[config.mk]
export PLATFORM = sky130hd
export DESIGN_NAME = etp_timer
export DESIGN_NICKNAME = d
export VERILOG_FILES = /design/src/verilog/etp_pkg.sv /design/src/verilog/etp_timer.sv
export SDC_FILE = /design/constraint.sdc
export NUM_CORES = 1
export LEC_CHECK = 0
export BUFFER_PORTS_ARGS = -buffer_cell sky130_fd_sc_hd__buf_2
export CAP_MARGIN = 20
export CORE_MARGIN = 5
export CORE_UTILIZATION = 55
export CTS_BUF_LIST = sky130_fd_sc_hd__clkbuf_2
export DETAILED_ROUTE_END_ITERATION = 10
export HOLD_SLACK_MARGIN = 0.02
export PLACE_DENSITY = 0.79
export SYNTH_ARGS = -nofsm -noshare
export SYNTH_HDL_FRONTEND = slang
export SYNTH_SLANG_ARGS = --single-unit
export TNS_END_PERCENT = 50
[constraint.sdc]
create_clock -name REF_CLK -period 4.1 [get_ports REF_CLK]
set_input_delay 0.205 -clock REF_CLK [delete_from_list [all_inputs] [get_ports REF_CLK]]
set_output_delay 0.205 -clock REF_CLK [all_outputs]
set_load 0.01 [all_outputs]
[src/verilog/etp_pkg.sv]
// Constants, field layouts and carrier types for the 8-bit timer block.
// Assumes a single 125 MHz clock and an AHB-Lite register port.
// What this block does
// - Eight-bit count register, timer or counter
// - Timer mode without prescaler counts each cycle
// - Write to count blocks two instruction cycles
// - Option bit 5 selects pin or instruction clock
// - Option bit 4 selects falling or rising edge
// - Option bit 3 gives prescaler to watchdog
// - Rate field divides timer 1:2 to 1:256
// - Watchdog assignment: timer undivided, watchdog 1:1..1:128
// - Prescaler hidden; count write clears it while assigned to timer
// - Watchdog clear also clears assigned prescaler
// - Every rollover sets the overflow flag
// - Only software clears the overflow flag
// - Overflow interrupt gated by enable bit
// - Timer frozen while in sleep
// - Pin edge sampled on Q2 and Q4
// - Overflow indication offered to gate logic
// - Rollover gives a rising pulse to gate
package etp_pkg;

  // ************************************************************
  // Register map (byte addresses)
  // ************************************************************
  localparam logic [7:0] OFS_OPTION  = 8'h00; // timer_option_control
  localparam logic [7:0] OFS_INTCTL  = 8'h04; // interrupt_control
  localparam logic [7:0] OFS_COUNT   = 8'h08; // timer_count_value
  localparam logic [7:0] OFS_IRQ_CLR = 8'h0C; // write-one-to-clear status
  localparam logic [7:0] OFS_IRQ_EN  = 8'h10; // same layout, enable

  // ************************************************************
  // Fields and reset values
  // ************************************************************
  localparam int          B_SRC      = 5;     // count_source_select
  localparam int          B_EDGE     = 4;     // count_edge_select
  localparam int          B_PSA      = 3;     // prescaler_assign
  localparam int          B_FLAG     = 2;     // overflow_flag in interrupt_control
  localparam int          B_IE       = 5;     // overflow_irq_enable
  localparam logic [7:0]  OPT_RST    = 8'hFF;
  localparam logic [7:0]  ZERO8      = 8'h00;
  localparam logic [7:0]  ONE8       = 8'h01;
  localparam logic [1:0]  BLANK_CYC  = 2'h2;  // cycles suppressed after a write
  localparam logic [1:0]  Q_LAST     = 2'h3;  // four Q phases per instruction

  // Status bits for the interrupt status block
  localparam int          S_OVF      = 0;
  localparam int          S_WRAP     = 1;     // write landed during blanking

  // ************************************************************
  // Carriers
  // ************************************************************
  typedef struct packed
  {
    logic       pull_up_n;  // kept for software only
    logic       int_edge;   // kept for software only
    logic       src_pin;
    logic       edge_fall;
    logic       psa_wdt;
    logic [2:0] rate;
  } etp_option_t;

  typedef enum logic [3:0]
  {
    Q1 = 4'h1,
    Q2 = 4'h2,
    Q3 = 4'h4,
    Q4 = 4'h8
  } etp_phase_t;

endpackage

[src/verilog/etp_timer.sv]
// Eight-bit timer/counter with a prescaler shared with the watchdog.
// Assumes the CPU core drives sleep and watchdog-clear as plain levels
// and that the external count pin is already synchronous to REF_CLK.
//
// The AHB-Lite slave port and the placing of the registers were left to the implementer.
`timescale 1ns/1ps
module etp_timer
(
  input  wire logic        REF_CLK,      // 125 MHz clock
  input  wire logic        SRST,         // Synchronous reset, active high
  input  wire logic        HSEL,
  input  wire logic [7:0]  HADDR,
  input  wire logic [1:0]  HTRANS,
  input  wire logic        HWRITE,
  input  wire logic [2:0]  HSIZE,
  input  wire logic [31:0] HWDATA,
  input  wire logic        HREADY,
  output logic [31:0]      HRDATA,
  output logic             HREADYOUT,
  output logic             HRESP,
  input  wire logic        EXTERNAL_COUNT_PIN,
  input  wire logic        SLEEP,        // Core is asleep
  input  wire logic        WDT_CLEAR,    // Watchdog clear instruction pulse
  output logic             WDT_TICK,     // Prescaled watchdog tick
  output logic             OVF_GATE,     // Rollover pulse to 16-bit gate
  output logic             OVF_IRQ,      // Overflow flag and enable
  output logic             IRQ           // Status block interrupt
);

  // ************************************************************
  // Registers
  // ************************************************************
  etp_pkg::etp_option_t opt_r;       // timer_option_control
  etp_pkg::etp_phase_t  phase_r;     // Q-phase sequencer
  logic [7:0]           count_r;     // timer_count_value
  logic [7:0]           intctl_r;    // interrupt_control, flag hardware set
  logic [7:0]           pre_r;       // Hidden prescaler counter
  logic [1:0]           blank_r;     // Instruction cycles still suppressed
  logic                 pin_q2_r;    // Pin sampled on Q2
  logic                 pin_q4_r;    // Pin sampled on Q4
  logic [1:0]           sts_r;       // Sticky status
  logic [1:0]           en_r;        // Status enables
  logic                 aw_r;        // Pending write data phase
  logic                 ar_r;        // Pending read data phase
  logic [7:0]           addr_r;      // Latched address
  logic                 gate_r;      // Gate pulse register

  // ************************************************************
  // Combinational helpers
  // ************************************************************
  logic       inst_tick;    // One per instruction cycle
  logic       edge_ev;      // Selected pin edge, on sampling phase
  logic       src_ev;       // Raw event to prescaler or count
  logic       pre_out;      // Prescaler output for the timer
  logic       count_ev;     // Final increment
  logic       wr_count;     // Software write to count register
  logic       wr_intctl;
  logic       wdt_ev;       // Watchdog-side tick
  logic       rollover;

  // Divider terminal for a rate code: 2^(code+1) for timer, 2^code for wdt.
  // Compared with >= so that a count left high by a coarser rate or by the
  // other owner ends the period at once instead of wrapping through 256.
  function automatic logic pre_hit(input logic [7:0] cnt, input logic [2:0] rate,
                                   input logic wdt);
    logic [3:0] sh;
    logic [8:0] lim;
    sh  = wdt ? {1'b0, rate} : ({1'b0, rate} + 4'h1);
    lim = 9'h001 << sh;
    pre_hit = ({1'b0, cnt} + 9'h001) >= lim;
  endfunction

  // Instruction tick lands at end of Q4; the phase stands still in sleep,
  // so the tick is masked there or it would stay high for the whole sleep
  assign inst_tick = (phase_r == etp_pkg::Q4) && !SLEEP;
  // New sample against the latest stored one: Q4 sample at Q2, Q2 at Q4
  assign edge_ev   = !SLEEP &&
                     (((phase_r == etp_pkg::Q2) &&
                       (opt_r.edge_fall ? (pin_q4_r & ~EXTERNAL_COUNT_PIN)
                                        : (~pin_q4_r & EXTERNAL_COUNT_PIN))) ||
                      ((phase_r == etp_pkg::Q4) &&
                       (opt_r.edge_fall ? (pin_q2_r & ~EXTERNAL_COUNT_PIN)
                                        : (~pin_q2_r & EXTERNAL_COUNT_PIN))));
  assign src_ev    = opt_r.src_pin ? edge_ev : inst_tick;
  assign pre_out   = src_ev && pre_hit(pre_r, opt_r.rate, 1'b0);
  // Prescaler only in the timer path when assigned to it
  assign count_ev  = !SLEEP && (blank_r == 2'h0) &&
                     (opt_r.psa_wdt ? src_ev : pre_out);
  assign wdt_ev    = inst_tick && opt_r.psa_wdt &&
                     pre_hit(pre_r, opt_r.rate, 1'b1);
  assign rollover  = count_ev && (count_r == 8'hFF);
  assign wr_count  = aw_r && (addr_r == etp_pkg::OFS_COUNT);
  assign wr_intctl = aw_r && (addr_r == etp_pkg::OFS_INTCTL);

  // ************************************************************
  // Q-phase sequencer, frozen in sleep
  // ************************************************************
  always_ff @(posedge REF_CLK)
  begin
    if (SRST)
      phase_r <= etp_pkg::Q1;
    else if (!SLEEP)
    begin
      case (phase_r)
        etp_pkg::Q1: phase_r <= etp_pkg::Q2;
        etp_pkg::Q2: phase_r <= etp_pkg::Q3;
        etp_pkg::Q3: phase_r <= etp_pkg::Q4;
        etp_pkg::Q4: phase_r <= etp_pkg::Q1;
        default:     phase_r <= etp_pkg::Q1;
      endcase
    end
  end

  // Pin samples on Q2 and Q4
  always_ff @(posedge REF_CLK)
  begin
    if (SRST)
    begin
      pin_q2_r <= 1'b0;
      pin_q4_r <= 1'b0;
    end
    else
    begin
      if (phase_r == etp_pkg::Q2)
        pin_q2_r <= EXTERNAL_COUNT_PIN;
      if (phase_r == etp_pkg::Q4)
        pin_q4_r <= EXTERNAL_COUNT_PIN;
    end
  end

  // ************************************************************
  // Prescaler: invisible to software
  // ************************************************************
  always_ff @(posedge REF_CLK)
  begin
    if (SRST)
      pre_r <= etp_pkg::ZERO8;
    else if (wr_count && !opt_r.psa_wdt)
      pre_r <= etp_pkg::ZERO8;
    else if (WDT_CLEAR && opt_r.psa_wdt)
      pre_r <= etp_pkg::ZERO8;
    else if (!opt_r.psa_wdt && pre_out)
      pre_r <= etp_pkg::ZERO8;
    else if (opt_r.psa_wdt && wdt_ev)
      pre_r <= etp_pkg::ZERO8;
    else if (!SLEEP && (opt_r.psa_wdt ? inst_tick : src_ev))
      pre_r <= pre_r + etp_pkg::ONE8;
  end

  // ************************************************************
  // Count register and write blanking
  // ************************************************************
  always_ff @(posedge REF_CLK)
  begin
    if (SRST)
      count_r <= etp_pkg::ZERO8;
    else if (wr_count)
      count_r <= HWDATA[7:0];
    else if (count_ev)
      count_r <= count_r + etp_pkg::ONE8;
  end

  // Blanking counts instruction ticks, not clocks
  always_ff @(posedge REF_CLK)
  begin
    if (SRST)
      blank_r <= 2'h0;
    else if (wr_count)
      blank_r <= etp_pkg::BLANK_CYC;
    else if (inst_tick && !SLEEP && (blank_r != 2'h0))
      blank_r <= blank_r - 2'h1;
  end

  // ************************************************************
  // Option and interrupt control
  // ************************************************************
  always_ff @(posedge REF_CLK)
  begin
    if (SRST)
      opt_r <= etp_pkg::OPT_RST;
    else if (aw_r && (addr_r == etp_pkg::OFS_OPTION))
      opt_r <= HWDATA[7:0];
  end

  // Hardware only sets the flag; a set in the write cycle wins
  always_ff @(posedge REF_CLK)
  begin
    if (SRST)
      intctl_r <= etp_pkg::ZERO8;
    else
    begin
      if (wr_intctl)
        intctl_r <= HWDATA[7:0];
      if (rollover)
        intctl_r[etp_pkg::B_FLAG] <= 1'b1;
    end
  end

  assign OVF_IRQ = intctl_r[etp_pkg::B_FLAG] && intctl_r[etp_pkg::B_IE];

  // Gate pulse, one clock wide from a register
  always_ff @(posedge REF_CLK)
  begin
    if (SRST)
      gate_r <= 1'b0;
    else
      gate_r <= rollover;
  end

  assign OVF_GATE = gate_r;
  assign WDT_TICK = wdt_ev;

  // ************************************************************
  // Status block: sticky, clear by write-one, level interrupt
  // ************************************************************
  always_ff @(posedge REF_CLK)
  begin
    if (SRST)
      sts_r <= 2'h0;
    else
      sts_r <= (sts_r & ~((aw_r && addr_r == etp_pkg::OFS_IRQ_CLR) ? HWDATA[1:0] : 2'h0))
               | {wr_count && (blank_r != 2'h0), rollover};
  end

  always_ff @(posedge REF_CLK)
  begin
    if (SRST)
      en_r <= 2'h0;
    else if (aw_r && (addr_r == etp_pkg::OFS_IRQ_EN))
      en_r <= HWDATA[1:0];
  end

  assign IRQ = |(sts_r & en_r);

  // ************************************************************
  // AHB-Lite slave: zero wait states, always OKAY
  // ************************************************************
  always_ff @(posedge REF_CLK)
  begin
    if (SRST)
    begin
      aw_r   <= 1'b0;
      ar_r   <= 1'b0;
      addr_r <= etp_pkg::ZERO8;
    end
    else if (HREADY)
    begin
      aw_r   <= HSEL && HTRANS[1] && HWRITE;
      ar_r   <= HSEL && HTRANS[1] && !HWRITE;
      addr_r <= HADDR;
    end
    else
    begin
      aw_r <= 1'b0;
      ar_r <= 1'b0;
    end
  end

  // Read data is registered at the address phase so it stands in data phase
  always_ff @(posedge REF_CLK)
  begin
    if (SRST)
      HRDATA <= 32'h0000_0000;
    else if (HREADY && HSEL && HTRANS[1] && !HWRITE)
    begin
      case (HADDR)
        etp_pkg::OFS_OPTION:  HRDATA <= {24'h000000, opt_r};
        etp_pkg::OFS_INTCTL:  HRDATA <= {24'h000000, intctl_r};
        etp_pkg::OFS_COUNT:   HRDATA <= {24'h000000, count_r};
        etp_pkg::OFS_IRQ_CLR: HRDATA <= {30'h00000000, sts_r};
        etp_pkg::OFS_IRQ_EN:  HRDATA <= {30'h00000000, en_r};
        default:              HRDATA <= 32'h0000_0000;
      endcase
    end
  end

  assign HREADYOUT = 1'b1;
  assign HRESP     = 1'b0;

  // ************************************************************
  // Checks
  // ************************************************************
  a_flag_sets: assert property (@(posedge REF_CLK) disable iff (SRST)
    rollover |=> intctl_r[etp_pkg::B_FLAG])
    else $error("overflow flag not set on rollover");
  a_flag_holds: assert property (@(posedge REF_CLK) disable iff (SRST)
    intctl_r[etp_pkg::B_FLAG] && !wr_intctl |=> intctl_r[etp_pkg::B_FLAG])
    else $error("overflow flag cleared by hardware");
  a_blank_count: assert property (@(posedge REF_CLK) disable iff (SRST)
    wr_count |=> !count_ev throughout (blank_r != 2'h0))
    else $error("count advanced during write blanking");
  a_sleep_freeze: assert property (@(posedge REF_CLK) disable iff (SRST)
    SLEEP && !wr_count |=> count_r == $past(count_r))
    else $error("count moved in sleep");
  a_gate_pulse: assert property (@(posedge REF_CLK) disable iff (SRST)
    rollover |=> OVF_GATE ##1 !OVF_GATE)
    else $error("gate pulse wrong");
  a_irq_level: assert property (@(posedge REF_CLK) disable iff (SRST)
    OVF_IRQ == (intctl_r[etp_pkg::B_FLAG] && intctl_r[etp_pkg::B_IE]))
    else $error("interrupt output mismatch");
  a_pre_clear: assert property (@(posedge REF_CLK) disable iff (SRST)
    wr_count && !opt_r.psa_wdt |=> pre_r == etp_pkg::ZERO8)
    else $error("prescaler not cleared by count write");
  a_wdt_clear: assert property (@(posedge REF_CLK) disable iff (SRST)
    WDT_CLEAR && opt_r.psa_wdt && !wr_count |=> pre_r == etp_pkg::ZERO8)
    else $error("prescaler not cleared by watchdog clear");
  a_undivided: assert property (@(posedge REF_CLK) disable iff (SRST)
    opt_r.psa_wdt && !opt_r.src_pin && inst_tick && !SLEEP && blank_r == 2'h0 && !wr_count
    |=> count_r == $past(count_r) + etp_pkg::ONE8)
    else $error("timer mode did not advance");

endmodule
==> results of run 1 <==
[Yosys cell counts, types with 9 or more instances]
master / number / share of area
nor2_1: 52 / 0.053
o21ai_0: 24 / 0.033
clkbuf_1: 10 / 0.010
nand2_1: 46 / 0.047
a21oi_1: 23 / 0.031
ha_1: 22 / 0.075
buf_4: 26 / 0.053
dfxtp_1: 62 / 0.34
inv_1: 11 / 0.011
mux2i_1: 28 / 0.076
nand3_1: 14 / 0.019
a211o_1: 10 / 0.024
nor2b_1: 13 / 0.022
or3_1: 9 / 0.015
[critical path: stages, from the launching register on]
cell and delay [ns]:
dfxtp_1 0.48, nand3_1 0.15, inv_1 0.09, nand3_1 0.14, or2_2 0.35, xnor2_1 0.16, ha_1 0.31, nand4_1 0.11
or3_1 0.37, o311ai_1 0.09, buf_4 0.18, o211ai_2 0.23, or4_1 0.58, a311oi_1 0.25
[layout make-up]
type | instances | area share
multi-input cells | 352 | 0.547
flip-flops and latches | 62 | 0.306
clock inverters | 5 | 0.00924
inverters | 11 | 0.0102
well taps | 77 | 0.0237
repair buffers | 56 | 0.0924
clock buffers | 10 | 0.0123
[metal layers]
metal	vias up	track usage	wire length [um]
met5	-	0	0
met4	0	0.0641	114
met3	11	0.0540	527
met2	91	0.327	3900
met1	1469	0.252	3680
li1	1606	-	-
[cells by family after synthesis]
family / Yosys count / synth area share
AO/OA/AOI/OAI: 88 / 0.159
flip-flops: 62 / 0.338
buffers and inverters: 53 / 0.0815
XOR/XNOR: 13 / 0.0310
AND/OR/NAND/NOR: 173 / 0.231
adder cells (fa/ha/maj): 22 / 0.0750
other: 2 / 0.00205
multiplexers: 30 / 0.0825
[final timing paths]
path | from | endpoint | depth (start not counted)
worst max-delay path | pre_r[0] | count_r[7] | 13
worst min-delay path | HADDR[2] | addr_r[2] | 3
worst max register to register | pre_r[0] | count_r[7] | 13
worst min register to register | HRDATA[5] | HRDATA[5] | 2
[flip-flops by register name (all words and copies together), names as in the netlist]
name and count:
opt_r 8, HRDATA 8, pin_q4_r 1, pin_q2_r 1, en_r 2, aw_r 1, intctl_r 8, count_r 8
sts_r 2, blank_r 2, phase_r 4, addr_r 8, OVF_GATE 1, pre_r 8
[power by group through the flow]
stage	registers [W]	logic [W]	clock network, W
finish	0.000623	0.000108	0.000308
global route	0.000625	0.000119	0.000344
CTS	0.000623	0.000107	0.000317
detailed placement	0.000635	0.0000939	0
global placement	0.000635	0.0000919	0
floorplan	0.000633	0.0000829	0
[through the flow]
step | cells | total power [W]
4_1_cts | 573 | 0.00105
3_3_place_gp | 540 | 0.000727
5_1_grt | 573 | 0.00109
2_1_floorplan | 467 | 0.000716
3_5_place_dp | 540 | 0.000729
6_report | 573 | 0.00104
==> impl_metrics.yaml, run 1 <==
layout:
  area_growth_pct: 10.7
  fillers: 571
  final_util: 0.632
  multiInputGateArea_mm2: 0.00222
  drive_above_1_share: 0.133
  antennaDiodeCount: 0
  final_cell_mix: "62 x dfxtp_1, 52 x nor2_1, 46 x nand2_1"
  layout.nets: 567
  fin_area_mm2: 0.00406
  mostFrequentLayoutCell: "dfxtp_1"
  layout.area.seq_mm2: 0.00124
pwr:
  p_sw_w: 0.000302
  power_density_mw_per_mm2: 256
  p_int_w: 0.000737
  pwr-share-seq: 0.600
  leakage_nw: 1.67
  swShare: 0.291
  clockPowerShare: 0.296
  ir_drop_mv: 0.190
  p_comb_frac: 0.104
synth:
  synth_sequential_area_ratio: 0.338
  yosysWarnings: 0
  synth_cells: 443
  ys_seq_elements: 62
  async_reset_ff_frac: 0
  avgSynthCellArea_um2: 8.28
  yosysUniqueCellTypes: 57
  synth-edff-count: 0
  synth-main-ff-cell: "dfxtp_1"
  netlist_area_mm2: 0.00367
worst_setup_path:
  required_ns: 4.49
  r2r_setup_slack_ns: 0.50
  worst-path-max-fanout: 14
  worst-setup-path-type: "register to register"
  end_kind: "register"
  critPathLaunchType: "register"
  cp_data_arrival_time_ns: 3.99
job:
  max_cap_viol_count: 0
placed_design:
  port-buffer-count: 36
  globalplace.congestion: 0.918
  hpwl_um: 5980
  place_ws_ns: 0.524
  dpl-instance-area_mm2: 0.00379
route:
  wl_per_cell_um: 14.4
  ant_nets: 0
  num_vias: 3177
  viasPerCell: 5.54
  drc: 0
  first_iter_violations: 186
  wl_um: 8230
  drt_first_pass_iters: 4
die:
  coreArea_mm2: 0.00642
  die_area_mm2: 0.00841
  io_pins: 91
  rows: 29
  die_h_um: 91.7
  fp.dieW_um: 91.7
  start_util: 0.571
timing:
  whs_ns: 0.111
  worstMarginPinSlew_ns: 1.01
  slew_headroom: 0.329
  setup_slack_ns: 0.504
  hold_violations: 0
  final.setup_skew_ns: 0.0348
  fin_setup_tns_ns: 0
  post-route-min-period_ns: 3.60
  fin_crit_sh: 0.877
  rsz0062_at_grt: "no"
  slew_viol_final: 0
  final-setup-viol-count: 0
  fmax_ghz: 0.278
cts:
  numCtsBuffers: 9
  root_buffer: "clkbuf_2"
  post_cts_resized: 0
  hold_buffers: 18
  cts_buffer_depth: 2
  clk_latency_ns: 0.50
  cts.sink_count: 62
  cts.reportedPaths.clkPinSlew_ns: 0.19
  cts_tree: "yes"
  htreeDepth: 3
  post-cts-setup-buffers: 0
global_route:
  antenna_found_initial: 0
  grt_max_degree: 56
  grt_pass1_vias: 2929
  grt_pass1_wl_um: 13500
  overflow: 0
  grt_usage: 0.199
outcome:
  outcome: "complete, no violations"
hold_path:
  hp-class: "input pin to register"
(Power assumes the default switching activity.)
==> run 2: changes to the inputs <==
--- a/config.mk
+++ b/config.mk
@@ -5,14 +5,15 @@
 export SDC_FILE = /design/constraint.sdc
 export NUM_CORES = 1
 export LEC_CHECK = 0
+export ABC_AREA = 1
 export BUFFER_PORTS_ARGS = -buffer_cell sky130_fd_sc_hd__buf_2
 export CAP_MARGIN = 20
 export CORE_MARGIN = 5
-export CORE_UTILIZATION = 55
+export CORE_UTILIZATION = 56
 export CTS_BUF_LIST = sky130_fd_sc_hd__clkbuf_2
 export DETAILED_ROUTE_END_ITERATION = 10
 export HOLD_SLACK_MARGIN = 0.02
-export PLACE_DENSITY = 0.79
+export PLACE_DENSITY = 0.8
 export SYNTH_ARGS = -nofsm -noshare
 export SYNTH_HDL_FRONTEND = slang
 export SYNTH_SLANG_ARGS = --single-unit
==> impl_metrics.yaml, run 2 <==
outcome:
  outcome: "complete, no violations"
worst_setup_path:
  cp_data_arrival_time_ns: 3.02
  rr_worst_depth: 16
  r2r-end: "intctl_r[2]"
  required_ns: 3.89
  end_kind: "output port"
  worst-setup-path-type: "register to output port"
  r2r_setup_slack_ns: 1.33
  reg2reg_from: "pre_r[0]"
  cpMaxStageDelayCell: "dfxtp_1"
  critPathMaxStageDelay_ns: 0.48
  crit_end: "WDT_TICK"
  crit_chain: "ha_1, nand2_1, nor2_1, inv_1, nor2_1, nand2_1, xnor2_1, ha_1, a21oi_1, o211ai_1, nor2_1, nand3_1, nand2_1, inv_1, buf_2"
  cp-startpoint: "pre_r[0]"
  critPathLaunchType: "register"
  worst-path-max-fanout: 5
die:
  start_util: 0.573
  coreArea_mm2: 0.00676
  rows: 30
  fp.dieW_um: 93.2
  die_h_um: 93.2
  die_area_mm2: 0.00868
  io_pins: 91
timing:
  fmax_ghz: 0.310
  fin_crit_sh: 0.786
  final.setup_skew_ns: 0.0279
  slew_headroom: 0.365
  slew_viol_final: 0
  worstMarginPinSlew_ns: 0.949
  post-route-min-period_ns: 3.22
  final-setup-viol-count: 0
  rsz0062_at_grt: "no"
  hold_violations: 0
  fin_setup_tns_ns: 0
route:
  drt_first_pass_iters: 8
  wl_um: 9500
  drc: 0
  first_iter_violations: 352
  wl_per_cell_um: 13.3
  ant_nets: 0
  viasPerCell: 5.28
  num_vias: 3767
synth:
  synth_area_leader_cell: "dfxtp_1"
  yosysWarnings: 0
  synth-main-ff-cell: "dfxtp_1"
  synth-edff-count: 0
  netlist_area_mm2: 0.00387
  synth_sequential_area_ratio: 0.321
  yosysTopAreaCellShare: 0.321
  ys_seq_elements: 62
  yosysMostFrequentCell: "nand2_1"
  yosysUniqueCellTypes: 34
  async_reset_ff_frac: 0
  synth_top_cells_by_count: "118 x nand2_1, 76 x inv_1, 62 x dfxtp_1"
  synth_cells: 572
  avgSynthCellArea_um2: 6.77
  synth_area_leaders: "dfxtp_1 32%, nand2_1 11%, inv_1 7.4%, ha_1 7.1%, nand3_1 6.3%"
cts:
  htreeDepth: 3
  cts.reportedPaths.clkPinSlew_ns: 0.18
  root_buffer: "clkbuf_2"
  numCtsBuffers: 9
  cts.sink_count: 62
  clk_latency_ns: 0.51
  cts_buffer_depth: 2
  cts_tree: "yes"
layout:
  drive_above_1_share: 0.110
  area_growth_pct: 13.8
  fillers: 603
  mostFrequentLayoutCell: "nand2_1"
  fin_area_mm2: 0.00441
  layout.nets: 704
  antennaDiodeCount: 0
  final_util: 0.652
  final_cell_mix: "118 x nand2_1, 76 x inv_1, 62 x dfxtp_1"
pwr:
  ir_drop_mv: 0.211
  p_total_w: 0.00129
  leakage_nw: 2.09
  power_density_mw_per_mm2: 294
global_route:
  grt_pass1_vias: 3485
  overflow: 0
  grt_usage: 0.225
  grt_pass1_wl_um: 15600
  grt_max_degree: 31
  antenna_found_initial: 0
placed_design:
  port-buffer-count: 36
  dpl-instance-area_mm2: 0.00401
  hpwl_um: 6810
  globalplace.congestion: 0.956
hold_path:
  hp-class: "input pin to register"
job:
  max_cap_viol_count: 0
[run 2: cell types whose count changed in the layout (fill, tap and decap cells not counted), moves of 5 or more]
cell and change:
a21oi_1 +25, o21ai_0 +25, or2_2 -5, nand2_1 +72, nor2_1 +6, inv_1 +65
or3_1 -9, nor2b_1 -13, nand3_1 +35, mux2i_1 -28, a311oi_1 -6, a211o_1 -10
[run 2: critical path, delay by kind of cell (launching register included)]
kind                     cells  cell delay, ns
buffers and inverters        3            0.24
flip-flops                   1            0.48
adder cells (fa/ha/maj)      2            0.55
XOR/XNOR                     1            0.33
AO/OA/AOI/OAI                2            0.24
AND/OR/NAND/NOR              7            0.68
[run 2: layout make-up]
class | count | area, um2 | share of cell area
Timing Repair Buffer | 58 | 400 | 0.0909
Clock buffer | 9 | 45.0 | 0.0102
Clock inverter | 7 | 136 | 0.0309
Inverter | 76 | 285 | 0.0647
Tap cell | 80 | 100 | 0.0227
Sequential cell | 62 | 1240 | 0.282
Multi-Input combinational cell | 422 | 2200 | 0.499
[run 2: stage by stage]
stage	setup slack (ns)	std cells	hold slack [ns]
after global placement	1.38	676	0.443
after floorplan	1.77	596	0.331
after detailed placement	1.35	676	0.453
after CTS	0.816	714	0.0385
final	0.876	714	0.0756
after global routing	0.517	714	0.0899
[run 2: how the worst min path moves through the flow]
stage | depth (start not counted) | from | slack [ns] | end
final | 3 | HADDR[3] | 0.08 | addr_r[3]
after global routing | 3 | HADDR[3] | 0.09 | addr_r[3]
after CTS | 3 | HADDR[3] | 0.04 | addr_r[3]
after detailed placement | 3 | HWRITE | 0.45 | aw_r
after global placement | 2 | opt_r[6] | 0.44 | opt_r[6]
after floorplan | 2 | HWDATA[6] | 0.33 | opt_r[6]
[run 2: cell families (layout without fill, tap and decap cells)]
family,count (synthesis),in the layout,synth area share
compound gates,108,108,0.145
xor+xnor,12,12,0.0271
fa+ha+maj,22,22,0.0711
buf+inv,112,150,0.135
flops,62,62,0.321
other cells,2,26,0.00194
simple gates,254,254,0.299
[run 2: where the power goes]
part	switching, W	internal, W	total (W)
Combinational	0.0000706	0.0000419	0.000112
Sequential	0.00000803	0.000614	0.000622
Clock	0.000239	0.000321	0.000560
Total	0.000318	0.000977	0.00129
[run 2: repair_timing]
action                                  in CTS  in global routing
gates resized for setup                      0                  0
endpoints found under the setup margin       0                  0
endpoints found under the hold margin       30                  0
hold buffers                                22                  0
buffers inserted                             0                  0
[run 2: routing by layer]
metal / share of wire / routed length (um) / up-vias / global-route usage
met5: 0 / 0 / - / 0
met4: 0.023 / 221 / 0 / 0.110
met3: 0.072 / 682 / 25 / 0.0394
met2: 0.49 / 4610 / 147 / 0.377
met1: 0.42 / 3980 / 1678 / 0.278
li1: - / - / 1917 / -
